===== config.mk =====
export PLATFORM = sky130hd
export DESIGN_NAME = dosc_device_flat
export DESIGN_NICKNAME = d
export VERILOG_FILES = /design/src/dosc_pkg.sv /design/src/dosc_if.sv /design/src/dosc_device.sv /design/src/dosc_sync.sv /design/src/flat_wrapper.sv
export SDC_FILE = /design/constraint.sdc
export NUM_CORES = 1
export LEC_CHECK = 0
export ABC_AREA = 1
export BUFFER_PORTS_ARGS = -buffer_cell sky130_fd_sc_hd__buf_2
export CORE_ASPECT_RATIO = 1.5
export CORE_MARGIN = 2
export CORE_UTILIZATION = 45
export CTS_CLUSTER_SIZE = 10
export DETAILED_ROUTE_END_ITERATION = 12
export SYNTH_ARGS = -nofsm -noshare
export SYNTH_HDL_FRONTEND = slang
export SYNTH_HIERARCHICAL = 1
export SYNTH_SLANG_ARGS = --single-unit

===== constraint.sdc =====
create_clock -name i_clock -period 3.9 [get_ports i_clock]
set_input_delay 0.39 -clock i_clock [delete_from_list [all_inputs] [get_ports i_clock]]
set_output_delay 0.39 -clock i_clock [all_outputs]
set_load 0.03 [all_outputs]

===== src/dosc_pkg.sv =====
// Behaviour
// Power-on resets every register to default
// Start tristated, output clamped to ground
// Hold that state until control write
// Host clears tristate and clamp bits first
// Normal without data write drives negative reference
// Clamp wins; tristate alone floats; both clear normal
// Host sets compensation 0000 or 1100
// Compensation field resets to zero
// Resistor select 1 parallels feedback resistors
// Resistor select 0 presents matched pair
// Apply bits only on complete valid frame
package dosc_pkg;
    // ------------------------------------------------------------
    // Serial frame layout
    // ------------------------------------------------------------
    localparam int FRAME_BITS = 24;
    localparam int RW_POS = 23;
    localparam int ADDR_MSB = 22;
    localparam int ADDR_LSB = 20;
    localparam logic [2:0] ADDR_DATA = 3'h1;
    localparam logic [2:0] ADDR_CTRL = 3'h2;
    localparam logic [2:0] ADDR_SWCTRL = 3'h4;
    // ------------------------------------------------------------
    // Control register fields
    // ------------------------------------------------------------
    localparam int RSEL_POS = 1;
    localparam int CLAMP_POS = 2;
    localparam int FLOAT_POS = 3;
    localparam int COMP_LSB = 6;
    localparam int COMP_MSB = 9;
    localparam int SWRESET_POS = 2;
    localparam logic RSEL_RESET = 1'h0;
    localparam logic CLAMP_RESET = 1'h1;
    localparam logic FLOAT_RESET = 1'h1;
    localparam logic [3:0] COMP_RESET = 4'h0;
    localparam logic [3:0] COMP_10V = 4'h0;
    localparam logic [3:0] COMP_20V = 4'hc;
    // ------------------------------------------------------------
    // Host register map (Avalon word index) and timing
    // ------------------------------------------------------------
    localparam logic [1:0] HREG_FRAME = 2'h0;
    localparam logic [1:0] HREG_STATUS = 2'h1;
    localparam int CLOCK_MHZ = 50;
    localparam int SCLK_HALF_NS = 80;
    localparam int SCLK_HALF_CYCLES = (SCLK_HALF_NS * CLOCK_MHZ + 999) / 1000;
    localparam logic [3:0] HALF_LAST = 4'(SCLK_HALF_CYCLES - 1);

    typedef enum logic [1:0] {
        DOSC_OUT_NORMAL = 2'b00,
        DOSC_OUT_CLAMP = 2'b01,
        DOSC_OUT_FLOAT = 2'b10
    } dosc_out_state_t;

    typedef enum logic [1:0] {
        DOSC_H_IDLE = 2'b00,
        DOSC_H_LOW = 2'b01,
        DOSC_H_HIGH = 2'b10,
        DOSC_H_END = 2'b11
    } dosc_host_state_t;
endpackage


===== src/dosc_if.sv =====
`timescale 1ns/10ps
interface dosc_if;
    logic sclk;
    logic sync_n;
    logic sdin;
    modport host (output sclk, output sync_n, output sdin);
    modport device (input sclk, input sync_n, input sdin);
endinterface


===== src/dosc_device.sv =====
`timescale 1ns/10ps
module dosc_device
    import dosc_pkg::*;
(
    // Clock and power-on reset
    input wire logic i_clock,
    input wire logic i_rst,
    // Serial link from the host
    dosc_if.device link,
    // Analog stage controls
    output logic o_core_float_select,
    output logic o_output_ground_clamp,
    output logic o_feedback_resistor_select,
    output logic o_feedback_parallel,
    output logic o_gain_pair_enable,
    output logic [3:0] o_lin_comp,
    output dosc_out_state_t o_out_state,
    output logic o_drive_negative_reference_level
);
    logic [2:0] pins;
    logic sclk_prev, sync_n_prev;
    logic [FRAME_BITS-1:0] shift, next_shift;
    logic [4:0] count, next_count;
    logic data_loaded, next_data_loaded;
    logic next_float, next_clamp, next_rsel;
    logic [3:0] next_comp;
    dosc_out_state_t next_state;
    logic frame_done, frame_ok;

    // Idle pin levels: frame select high, serial clock high, data low
    dosc_sync #(.W(3), .INIT(3'h6)) u_sync (
        .i_clock(i_clock),
        .i_rst(i_rst),
        .i_async({link.sync_n, link.sclk, link.sdin}),
        .o_sync(pins)
    );

    // ------------------------------------------------------------
    // Frame capture: data is taken on the falling serial clock
    // ------------------------------------------------------------
    assign frame_done = pins[2] && !sync_n_prev;
    // Short or long frames are dropped whole, writes only
    assign frame_ok = frame_done && (count == 5'(FRAME_BITS)) && !shift[RW_POS];

    always_comb begin
        next_shift = shift;
        next_count = count;
        if (pins[2]) begin
            next_count = 5'h0;
        end else if (sclk_prev && !pins[1]) begin
            next_shift = {shift[FRAME_BITS-2:0], pins[0]};
            if (count != 5'h1f) begin
                next_count = count + 5'h1;
            end
        end
    end

    // ------------------------------------------------------------
    // Register update and output decode
    // ------------------------------------------------------------
    always_comb begin
        next_float = o_core_float_select;
        next_clamp = o_output_ground_clamp;
        next_rsel = o_feedback_resistor_select;
        next_comp = o_lin_comp;
        next_data_loaded = data_loaded;
        if (frame_ok) begin
            case (shift[ADDR_MSB:ADDR_LSB])
                ADDR_CTRL: begin
                    next_float = shift[FLOAT_POS];
                    next_clamp = shift[CLAMP_POS];
                    next_rsel = shift[RSEL_POS];
                    next_comp = shift[COMP_MSB:COMP_LSB];
                end
                ADDR_DATA: begin
                    next_data_loaded = 1'b1;
                end
                ADDR_SWCTRL: begin
                    // Software reset returns to the power-on state
                    if (shift[SWRESET_POS]) begin
                        next_float = FLOAT_RESET;
                        next_clamp = CLAMP_RESET;
                        next_rsel = RSEL_RESET;
                        next_comp = COMP_RESET;
                        next_data_loaded = 1'b0;
                    end
                end
                default: begin
                    next_data_loaded = data_loaded;
                end
            endcase
        end
        if (next_clamp) begin
            next_state = DOSC_OUT_CLAMP;
        end else if (next_float) begin
            next_state = DOSC_OUT_FLOAT;
        end else begin
            next_state = DOSC_OUT_NORMAL;
        end
    end

    always_ff @(posedge i_clock or posedge i_rst) begin
        if (i_rst) begin
            sclk_prev <= 1'b1;
            sync_n_prev <= 1'b1;
            shift <= '0;
            count <= 5'h0;
            data_loaded <= 1'b0;
            o_core_float_select <= FLOAT_RESET;
            o_output_ground_clamp <= CLAMP_RESET;
            o_feedback_resistor_select <= RSEL_RESET;
            o_feedback_parallel <= RSEL_RESET;
            o_gain_pair_enable <= !RSEL_RESET;
            o_lin_comp <= COMP_RESET;
            o_out_state <= DOSC_OUT_CLAMP;
            o_drive_negative_reference_level <= 1'b0;
        end else begin
            sclk_prev <= pins[1];
            sync_n_prev <= pins[2];
            shift <= next_shift;
            count <= next_count;
            data_loaded <= next_data_loaded;
            o_core_float_select <= next_float;
            o_output_ground_clamp <= next_clamp;
            o_feedback_resistor_select <= next_rsel;
            o_feedback_parallel <= next_rsel;
            o_gain_pair_enable <= !next_rsel;
            o_lin_comp <= next_comp;
            o_out_state <= next_state;
            // Default data code maps to the negative reference
            o_drive_negative_reference_level <= (next_state == DOSC_OUT_NORMAL) && !next_data_loaded;
        end
    end
endmodule


===== src/dosc_sync.sv =====
`timescale 1ns/10ps
module dosc_sync #(
    parameter int W = 3,
    parameter logic [W-1:0] INIT = '1
) (
    // Clock and reset
    input wire logic i_clock,
    input wire logic i_rst,
    // Pins and filtered levels
    input wire logic [W-1:0] i_async,
    output logic [W-1:0] o_sync
);
    logic [W-1:0] s1, s2, s3, next_out;

    // A bit only changes once the second and third stages agree
    always_comb begin
        next_out = (~(s2 ^ s3) & s2) | ((s2 ^ s3) & o_sync);
    end

    always_ff @(posedge i_clock or posedge i_rst) begin
        if (i_rst) begin
            s1 <= INIT;
            s2 <= INIT;
            s3 <= INIT;
            o_sync <= INIT;
        end else begin
            s1 <= i_async;
            s2 <= s1;
            s3 <= s2;
            o_sync <= next_out;
        end
    end
endmodule


===== src/flat_wrapper.sv =====
// flat-port wrapper written by rule: the top's interface ports become plain ports
module dosc_device_flat import dosc_pkg::*;
  (i_clock, i_rst, o_core_float_select, o_output_ground_clamp, o_feedback_resistor_select, o_feedback_parallel, o_gain_pair_enable, o_lin_comp, o_out_state, o_drive_negative_reference_level, link_sclk, link_sync_n, link_sdin);
  dosc_if link_i ();
  input wire logic i_clock;
  input wire logic i_rst;
  output logic o_core_float_select;
  output logic o_output_ground_clamp;
  output logic o_feedback_resistor_select;
  output logic o_feedback_parallel;
  output logic o_gain_pair_enable;
  output logic [3:0] o_lin_comp;
  output dosc_out_state_t o_out_state;
  output logic o_drive_negative_reference_level;
  input wire logic [$bits(link_i.sclk)-1:0] link_sclk;
  input wire logic [$bits(link_i.sync_n)-1:0] link_sync_n;
  input wire logic [$bits(link_i.sdin)-1:0] link_sdin;
  assign link_i.sclk = link_sclk;
  assign link_i.sync_n = link_sync_n;
  assign link_i.sdin = link_sdin;
  dosc_device u_core (.i_clock(i_clock), .i_rst(i_rst), .link(link_i), .o_core_float_select(o_core_float_select), .o_output_ground_clamp(o_output_ground_clamp), .o_feedback_resistor_select(o_feedback_resistor_select), .o_feedback_parallel(o_feedback_parallel), .o_gain_pair_enable(o_gain_pair_enable), .o_lin_comp(o_lin_comp), .o_out_state(o_out_state), .o_drive_negative_reference_level(o_drive_negative_reference_level));
endmodule

==> metrics.md, run 1 <==
| Metric | Value |
|---|---|
| Outcome | `completed` |
| RSZ-0062 raised after global routing | `no` |
| Top cell type's share of synthesized area | `0.478` |
| Placer Congestion | `0.745` |
| Netlist cell types | `23` |
| Ranking of synthesized cells by area | `dfrtp_1 (48%), dfstp_2 (16%), nand2_1 (7.5%), o21ai_0 (5.4%), inv_1 (5.3%)` |
| Worst Slack Setup Final | `2040 ps` |
| Synth Area in Compound Gates | `0.0992` |
| GRT Total Usage | `0.144` |
| Area of the core | `4540 µm²` |
| CP max stage delay | `580 ps` |
| Nets | `244` |
| Power Density | `567 nW/µm²` |
| Post-Synth Simple-Gate Area | `0.160` |
| Area delta synth->final | `10.7%` |
| Initial core utilization | `0.472` |
| DR WL/cell | `10.8 µm` |
| DIE AREA | `5350 µm²` |
| HP Class | `input port to async pin` |
| Row count | `30` |
| Wl on met1 | `1390 µm` |
| Die X | `60.4 µm` |
| Post-Layout Inst Area | `2370 µm²` |
| Worst EP arrival | `2020 ps` |
| DRC viols | `0` |
| Clk sinks | `54` |
| Reg clk slew, reported paths | `90 ps` |
| Clk buf depth | `2` |
| Sequential area share after synthesis | `0.638` |
| FF+latch count, synth | `54` |
| Share of cells above drive strength 1 | `0.232` |
| Setup crit start kind | `register` |
| Highest metal used | `met4` |
| Final Util | `0.523` |
| # diodes | `0` |
| Cell family with most CP delay | `simple AND/OR/NAND/NOR gates` |
| Min Tclk post-route | `1860 ps` |
| Post-place instance area | `2280 µm²` |
| Grt total ovfl | `0` |
| H-tree Lvls | `2` |
| Detail Placement HPWL | `2330 µm` |
| Mux cell area share after synthesis | `0.00525` |
| Met2 WL post-DR | `1640 µm` |
| Die Span Y | `88.6 µm` |
| Drt pass-1 iters | `4` |
| Critical Path RT | `4070 ps` |
| Final WL | `3240 µm` |
| Final antenna-violating net count | `0` |
| Cts repair resizes | `0` |
| Syn Std Cell Area | `2140 µm²` |
| Post-Synth XOR/XNOR Area | `0` |
| Skew-Pair Late Insertion Delay | `310 ps` |
| First-pass GRT wire length | `5650 µm` |
| Slew @ Worst Pin | `838 ps` |
| CTS Buf Count | `5` |
| Area leader, netlist | `dfrtp_1` |
| Port buffer count | `16` |
| CP Max Fanout | `28` |
| Fmax | `0.539 GHz` |
| Initial antenna violation count | `0` |
| Clock root buffer | `clkbuf_8` |
| Slew HR | `0.439` |
| Crit share post-route | `0.476` |
| CTS Hold Bufs | `0` |
| Met3 routed WL | `123 µm` |
| CP cell instances | `nand3_1, buf_4, nor2_1, a21oi_1` |
| Crit-path slowest cell | `nand3_1` |
| Kind of critical path | `register to register` |
| DR iter-0 viols | `77` |
| Syn Area/Cell | `9.84 µm²` |
| Leak Pwr | `0.00118 µW` |
| Via Count | `1377` |
| Largest family of logic cells by synthesized area | `simple AND/OR/NAND/NOR gates` |
| Synth Net Count | `226` |
| Via density | `4.57` |
| WP buf/inv | `1` |
| Max Transition Viols Final | `0` |
| Post-CTS Repair Setup Buffers | `0` |
| Peak supply drop | `0.292 mV` |
| Post-Place Setup Slack | `2030 ps` |
| Fin Setup TNS | `0 ps` |
| I/O pins | `17` |
| Warnings from Yosys | `6` |
| Fin Clk Skew | `8.93 ps` |
| Count of final hold-check violations | `0` |
| Critical path endpoint category | `register` |
| Cells after synthesis | `218` |
| Pin count of the biggest net entering global routing | `43` |
| TritonCTS clock tree | `yes` |
| Synth Area in Adders | `0.0175` |
| Hold_ws | `76.3 ps` |
| Number of global-route vias before repair | `1320` |
| Setup Viol. Count Final | `0` |
| Maximum Capacitance Violations | `0` |
-- cell type report --
| cell class | count | area [µm²] |
|---|---|---|
| clock buffer | 6 | 82.6 |
| fill | 419 | 2170 |
| clock inverter | 2 | 12.5 |
| inverter | 35 | 131 |
| sequential | 54 | 1370 |
| multi-input combinational | 122 | 604 |
| timing repair buffer | 18 | 95.1 |
| tap | 64 | 80.1 |
-- registers in the layout, summed over array words and instances, names as in the netlist, named ones only --
signal and flops:
u_core/shift 24, u_core/count 5, u_core/o_lin_comp 4, u_core/u_sync/s1 3, u_core/u_sync/s2 3, u_core/u_sync/s3 3, u_core/o_out_state 2, u_core/data_loaded 1
u_core/o_core_float_select 1, u_core/o_drive_negative_reference_level 1, u_core/o_feedback_parallel 1, u_core/o_gain_pair_enable 1, u_core/sclk_prev 1, u_core/sync_n_prev 1
-- synth_stat cells, drive strengths merged --
cell,n
nand2,44
nor2,22
nand3b,1
clkbuf,1
dfstp,13
mux2,1
nand3,11
dfrtp,41
ha,3
buf,6
o21ai,26
inv,35
a21oi,13
o22ai,1
-- metrics by stage --
stage                     power (µW)  cells
after floorplan                  979    218
after global placement          1040    293
after detailed placement        1050    293
after CTS                       1370    301
after global routing            1450    301
final                           1350    301
-- layout by cell type, fill, tap and decap left out, drive strengths merged --
| master | netlist | final |
|---|---|---|
| a21oi | 13 | 13 |
| buf | 6 | 18 |
| clkbuf | 1 | 6 |
| clkinv | 0 | 1 |
| clkinvlp | 0 | 1 |
| dfrtp | 41 | 41 |
| dfstp | 13 | 13 |
| ha | 3 | 3 |
| inv | 35 | 35 |
| mux2 | 1 | 1 |
| nand2 | 44 | 44 |
| nand3 | 11 | 11 |
| nand3b | 1 | 1 |
| nor2 | 22 | 22 |
| o21ai | 26 | 26 |
| o22ai | 1 | 1 |
-- worst reg2reg max path: stages (launching register included) --
cell	delay, ps
dfstp_2	530
nand3_1	580
buf_4	460
nor2_1	110
a21oi_1	50
-- kinds of logic after synthesis --
group | after synthesis
and+or+nand+nor | 78
DFF | 54
buffers and inverters | 42
AOI/OAI and AO/OA | 40
adders and majority gates | 3
muxes | 1
-- final timing paths --
path	from	to	slack (ps)	depth (start not counted)
worst max-delay path	u_core/sclk_prev$_DFF_PP1_	u_core/shift[11]$_DFFE_PP0P_	2040	4
worst min-delay path	i_rst	u_core/u_sync/s1[0]$_DFF_PP0_	80	2
worst max register to register	u_core/sclk_prev$_DFF_PP1_	u_core/shift[11]$_DFFE_PP0P_	2040	4
worst min register to register	u_core/u_sync/s1[0]$_DFF_PP0_	u_core/u_sync/s2[0]$_DFF_PP0_	360	0
max in group asynchronous	i_rst	u_core/o_gain_pair_enable$_DFF_PP1_	3320	3
min in group i_clock	link_sync_n	u_core/u_sync/s1[2]$_DFF_PP1_	180	1
-- layer usage --
layer | global-route usage | up-vias
met1 | 0.162 | 635
li1 | - | 709
met3 | 0.0395 | 7
met4 | 0.0788 | 0
met5 | 0 | -
met2 | 0.243 | 26
-- where the power goes --
part	internal, µW	switching [µW]
registers	699	80.0
clock network	143	173
logic	91.8	160
total	933	412
Power figures use the tool's default switching activity.
==> inputs of run 2 (changes only) <==
PLACE_DENSITY = 0.65   (was default)
clock period = 1.7 ns   (was 3.9 ns; I/O delays follow)
==> run 2 against run 1 <==
Compared with the run above: cell count increased by 1.3%; setup slack got worse by 1900 ps; combinational power increased by 140%; total power increased by 130%; register-to-register slack got worse by 1900 ps; maximum frequency increased by 18%; sequential power increased by 130%; global-route usage about the same; sequential share of layout area decreased by 1.2 points; flip-flop and latch count unchanged; non-clock buffer count increased by 4; die area unchanged; critical path type unchanged; largest power group unchanged.
==> metrics.md, run 2 (synthesis results as in run 1) <==
| Metric | Value |
|---|---|
| Outcome | `completed` |
| DRC viols | `0` |
| Worst R2R End | `u_core/count[3]$_DFFE_PP0P_` |
| Crit share post-route | `0.926` |
| Die X | `60.4 µm` |
| Final antenna-violating net count | `0` |
| FF-to-FF setup slack | `130 ps` |
| Hold Path Cell Cnt | `0` |
| Biggest regs | `u_core/shift x24, u_core/count x5, u_core/o_lin_comp x4` |
| Hold Path End | `u_core/u_sync/s2[0]$_DFF_PP0_` |
| Reg clk slew, reported paths | `90 ps` |
| H-tree Lvls | `2` |
| Fin Clk Skew | `3.29 ps` |
| First-pass GRT wire length | `5680 µm` |
| Power Density | `1270 nW/µm²` |
| Slew @ Worst Pin | `522 ps` |
| DR iter-0 viols | `60` |
| Most frequent cells in the layout | `nand2_1 (43), dfrtp_1 (41), inv_1 (30)` |
| Area delta synth->final | `13.0%` |
| Clk buf depth | `2` |
| Min Tclk post-route | `1570 ps` |
| Fmax | `0.635 GHz` |
| Leak Pwr | `0.00120 µW` |
| Placer Congestion | `0.819` |
| Area of the core | `4540 µm²` |
| Peak supply drop | `0.627 mV` |
| DIE AREA | `5350 µm²` |
| Die Span Y | `88.6 µm` |
| Max Transition Viols Final | `0` |
| RSZ-0062 raised after global routing | `no` |
| Largest Register | `u_core/shift` |
| Storage cell area | `1370 µm²` |
| Most common cell after layout, fill and taps aside | `nand2_1` |
| CP Max Fanout | `5` |
| Via density | `4.59` |
| I/O pins | `17` |
| Via Count | `1399` |
| Nets | `248` |
| CTS Buf Count | `5` |
| Port buffer count | `16` |
| Critical Path RT | `1890 ps` |
| Pin count of the biggest net entering global routing | `43` |
| Grt total ovfl | `0` |
| Fin Setup TNS | `0 ps` |
| Initial core utilization | `0.472` |
| Clock root buffer | `clkbuf_8` |
| Fillers | `410` |
| Drt pass-1 iters | `4` |
| Kind of critical path | `register to register` |
| Maximum Capacitance Violations | `0` |
| DR WL/cell | `10.5 µm` |
| # diodes | `0` |
| Worst EP arrival | `1770 ps` |
| Reg-to-Reg Start | `u_core/count[1]$_DFFE_PP0P_` |
| Initial antenna violation count | `0` |
| Detail Placement HPWL | `2230 µm` |
| R2R cell count | `9` |
| Max FFs per register | `24` |
| Skew-Pair Late Insertion Delay | `300 ps` |
| Row count | `30` |
| GRT Total Usage | `0.144` |
| Critical path endpoint category | `register` |
| Setup crit start kind | `register` |
| Final WL | `3210 µm` |
| HP Start | `u_core/u_sync/s1[0]$_DFF_PP0_` |
| TritonCTS clock tree | `yes` |
| Area of the multi-input gates | `604 µm²` |
| Number of global-route vias before repair | `1327` |
| Share of cells above drive strength 1 | `0.224` |
| Slew HR | `0.652` |
| Post-CTS Repair Setup Buffers | `0` |
| HP Class | `register to register` |
| Count of final hold-check violations | `0` |
| Final Util | `0.533` |
| Clk sinks | `54` |
| Setup Viol. Count Final | `0` |
==> run 2: changes by cell type in the layout (fill, tap and decap cells not counted), sizes merged <==
cell,previous run,this run
clkbuf,6,7
dlygate4sd3,0,4
clkinvlp,1,0
==> run 2: per-stage QoR <==
step	hold WS (ps)	total power, µW	cells	setup WS, ps	cell area (µm²)
2_1_floorplan	29.0	2250	218	250	2140
3_3_place_gp	186	2380	293	185	2290
3_5_place_dp	194	2410	293	145	2290
4_1_cts	358	3130	305	129	2420
5_1_grt	362	3310	305	7.95	2420
6_report	354	3080	305	126	2420
==> run 2: critical path: stages, from the launching register on <==
cell and delay [ps]:
dfrtp_1 410, ha_1 200, nand2_1 80, nor2_1 50
ha_1 160, nand3b_1 220, nor2_1 120, nand3_1 90
nor2_1 100, nor2_1 50
==> run 2: power breakdown <==
part	switching, µW	internal [µW]
sequential	177	1600
clock	377	329
combinational	375	222
total	929	2150
==> run 2: worst max path at each step <==
stage / start / end / slack, ps / cells past startpoint
5_1_grt: u_core/count[1]$_DFFE_PP0P_ / u_core/count[3]$_DFFE_PP0P_ / 8 / 9
2_1_floorplan: u_core/count[0]$_DFFE_PP0P_ / u_core/count[3]$_DFFE_PP0P_ / 250 / 9
6_report: u_core/count[1]$_DFFE_PP0P_ / u_core/count[3]$_DFFE_PP0P_ / 130 / 9
3_5_place_dp: u_core/count[1]$_DFFE_PP0P_ / u_core/count[3]$_DFFE_PP0P_ / 150 / 9
3_3_place_gp: u_core/count[1]$_DFFE_PP0P_ / u_core/count[3]$_DFFE_PP0P_ / 180 / 9
4_1_cts: u_core/count[1]$_DFFE_PP0P_ / u_core/count[3]$_DFFE_PP0P_ / 130 / 9
==> run 2: area by class of cell <==
type	instances	area share
Sequential cell	54	0.565
Multi-Input combinational cell	122	0.249
Timing Repair Buffer	22	0.0610
Inverter	35	0.0542
Clock buffer	7	0.0356
Tap cell	64	0.0331
Clock inverter	1	0.00207
==> run 2: routing by layer <==
layer  part of all wire  global-route usage  vias to the layer above
met1               0.44               0.166                      652
met2               0.51               0.244                       26
met4              0.026              0.0727                        0
met3              0.032              0.0365                        6
met5                  0                   0                        -
li1                   -                   -                      715
==> run 2: what timing repair did <==
item	CTS	global route
hold endpoints to repair	7	0
hold buffers	4	0
gates resized for setup	0	0
==> inputs of run 3 (changes only) <==
PLACE_DENSITY = default   (was 0.65)
clock period = 1.6 ns   (was 1.7 ns; I/O delays follow)
==> run 3 against run 2 <==
Compared with the run above: cell count increased by 0.33%; critical path depth increased by 1; sequential share of layout area decreased by 0.81 points; die area unchanged; register-to-register slack got worse by 60 ps; core utilization increased by 0.77 points; setup slack got worse by 58 ps; design area increased by 1.4%; critical endpoint unchanged; highest routed layer unchanged.
==> metrics.md, run 3 (synthesis results as in run 1) <==
| Metric | Value |
|---|---|
| Clock root buffer | `clkbuf_8` |
| Critical Path RT | `1840 ps` |
| Die X | `60.4 µm` |
| Nets | `249` |
| Number of global-route vias before repair | `1328` |
| Detail Placement HPWL | `2210 µm` |
| Setup crit start kind | `register` |
| Highest metal used | `met4` |
| Critical path endpoint category | `register` |
| # diodes | `0` |
| Placer Congestion | `0.771` |
| Max Transition Viols Final | `0` |
| Count of final hold-check violations | `0` |
| Final Util | `0.541` |
| H-tree Lvls | `2` |
| Via Count | `1390` |
| Largest Register | `u_core/shift` |
| Min Tclk post-route | `1530 ps` |
| Peak supply drop | `0.571 mV` |
| Final WL | `3240 µm` |
| I/O pins | `17` |
| Maximum Capacitance Violations | `0` |
| GRT Total Usage | `0.144` |
| Grt total ovfl | `0` |
| Post-Layout Inst Area | `2460 µm²` |
| Kind of critical path | `register to register` |
| Most frequent cells in the layout | `nand2_1 (42), dfrtp_1 (41), inv_1 (30)` |
| TritonCTS clock tree | `yes` |
| Clk sinks | `54` |
| Most common cell after layout, fill and taps aside | `nand2_1` |
| Post-place instance area | `2290 µm²` |
| Wl on met1 | `1410 µm` |
| Row count | `30` |
| Setup Viol. Count Final | `0` |
| Area delta synth->final | `14.6%` |
| Pin count of the biggest net entering global routing | `47` |
| Power Density | `1380 nW/µm²` |
| Clk buf depth | `2` |
| HP Class | `register to register` |
| DR iter-0 viols | `56` |
| Outcome | `completed` |
| Drt pass-1 iters | `4` |
| Fmax | `0.653 GHz` |
| Skew-Pair Late Insertion Delay | `300 ps` |
| CTS Buf Count | `5` |
| Fillers | `415` |
| Crit share post-route | `0.957` |
| RSZ-0062 raised after global routing | `yes` |
| Initial core utilization | `0.472` |
| Met3 routed WL | `101 µm` |
| Slew @ Worst Pin | `533 ps` |
| Final antenna-violating net count | `0` |
| DRC viols | `0` |
| Slew HR | `0.644` |
| Max FFs per register | `24` |
| Port buffer count | `16` |
| CP max stage delay | `400 ps` |
| DIE AREA | `5350 µm²` |
| Die Span Y | `88.6 µm` |
| DR WL/cell | `10.6 µm` |
| CP Max Fanout | `4` |
| CP cell instances | `ha_2, nand2_2, nor2_1, ha_2, nand3b_1, nor2_1, nand3_1, nand2_1, nand2_1, nor2_1` |
| Worst EP arrival | `1780 ps` |
| Share of cells above drive strength 1 | `0.248` |
| Met2 WL post-DR | `1630 µm` |
| Worst path most repeated cell | `nor2_1` |
| Crit-path slowest cell | `dfrtp_1` |
| Area of the core | `4540 µm²` |
| Initial antenna violation count | `0` |
| Reg clk slew, reported paths | `90 ps` |
| Via density | `4.54` |
| Biggest regs | `u_core/shift x24, u_core/count x5, u_core/o_lin_comp x4` |
| Fin Clk Skew | `9.21 ps` |
| Leak Pwr | `0.00121 µW` |
| First-pass GRT wire length | `5640 µm` |
-- run 3: cell type report --
cell class,count,area (µm²),share of cell area
clock buffer,5,68.8,0.0280
clock inverter,3,40.0,0.0163
inverter,35,131,0.0535
multi-input combinational,122,614,0.250
sequential,54,1370,0.557
tap,64,80.1,0.0326
timing repair buffer,23,155,0.0631
-- run 3: report_power, final --
group | leakage [µW] | internal, µW | switching, µW
Sequential | 0.000654 | 1700 | 186
Combinational | 0.000502 | 241 | 398
Clock | 0.0000579 | 461 | 416
Total | 0.00121 | 2400 | 999
-- run 3: worst max-delay path, delay by kind of cell (launching register included) --
kind	cells	cell delay [ps]
flip-flops	1	400
AND/OR/NAND/NOR	8	740
adder cells (fa/ha/maj)	2	340
-- run 3: final timing paths --
check                                               from                             to  slack, ps  depth (start not counted)
max in group asynchronous                          i_rst     u_core/sclk_prev$_DFF_PP1_        690                          4
min reg2reg                u_core/u_sync/s1[0]$_DFF_PP0_  u_core/u_sync/s2[0]$_DFF_PP0_        350                          0
max                          u_core/count[1]$_DFFE_PP0P_    u_core/count[3]$_DFFE_PP0P_         70                         10
min in group asynchronous                          i_rst  u_core/u_sync/s2[0]$_DFF_PP0_        400                          3
min                        u_core/u_sync/s1[0]$_DFF_PP0_  u_core/u_sync/s2[0]$_DFF_PP0_        350                          0
max reg2reg                  u_core/count[1]$_DFFE_PP0P_    u_core/count[3]$_DFFE_PP0P_         70                         10
-- run 3: per-layer routing --
layer | vias to the layer above | track usage
met1 | 641 | 0.165
met4 | 0 | 0.0828
met2 | 22 | 0.238
met5 | - | 0
li1 | 718 | -
met3 | 9 | 0.0395
-- run 3: metrics by stage --
| step | cells | setup WS (ps) | hold WS [ps] | setup TNS, ps | power, µW |
|---|---|---|---|---|---|
| floorplan | 218 | 150 | 19.0 | 0 | 2390 |
| global placement | 293 | 75.9 | 188 | 0 | 2530 |
| detailed placement | 293 | 31.7 | 187 | 0 | 2550 |
| CTS | 305 | 22.0 | 359 | 0 | 3450 |
| global route | 306 | -62.2 | 356 | -81.7 | 3660 |
| finish | 306 | 68.3 | 353 | 0 | 3400 |
-- run 3: repair_timing --
action                                  4_1_cts  5_1_grt
resized for setup                             0        4
setup buffers                                 0        1
endpoints found under the hold margin         7        0
endpoints found under the setup margin        0        5
hold buffers                                  4        0
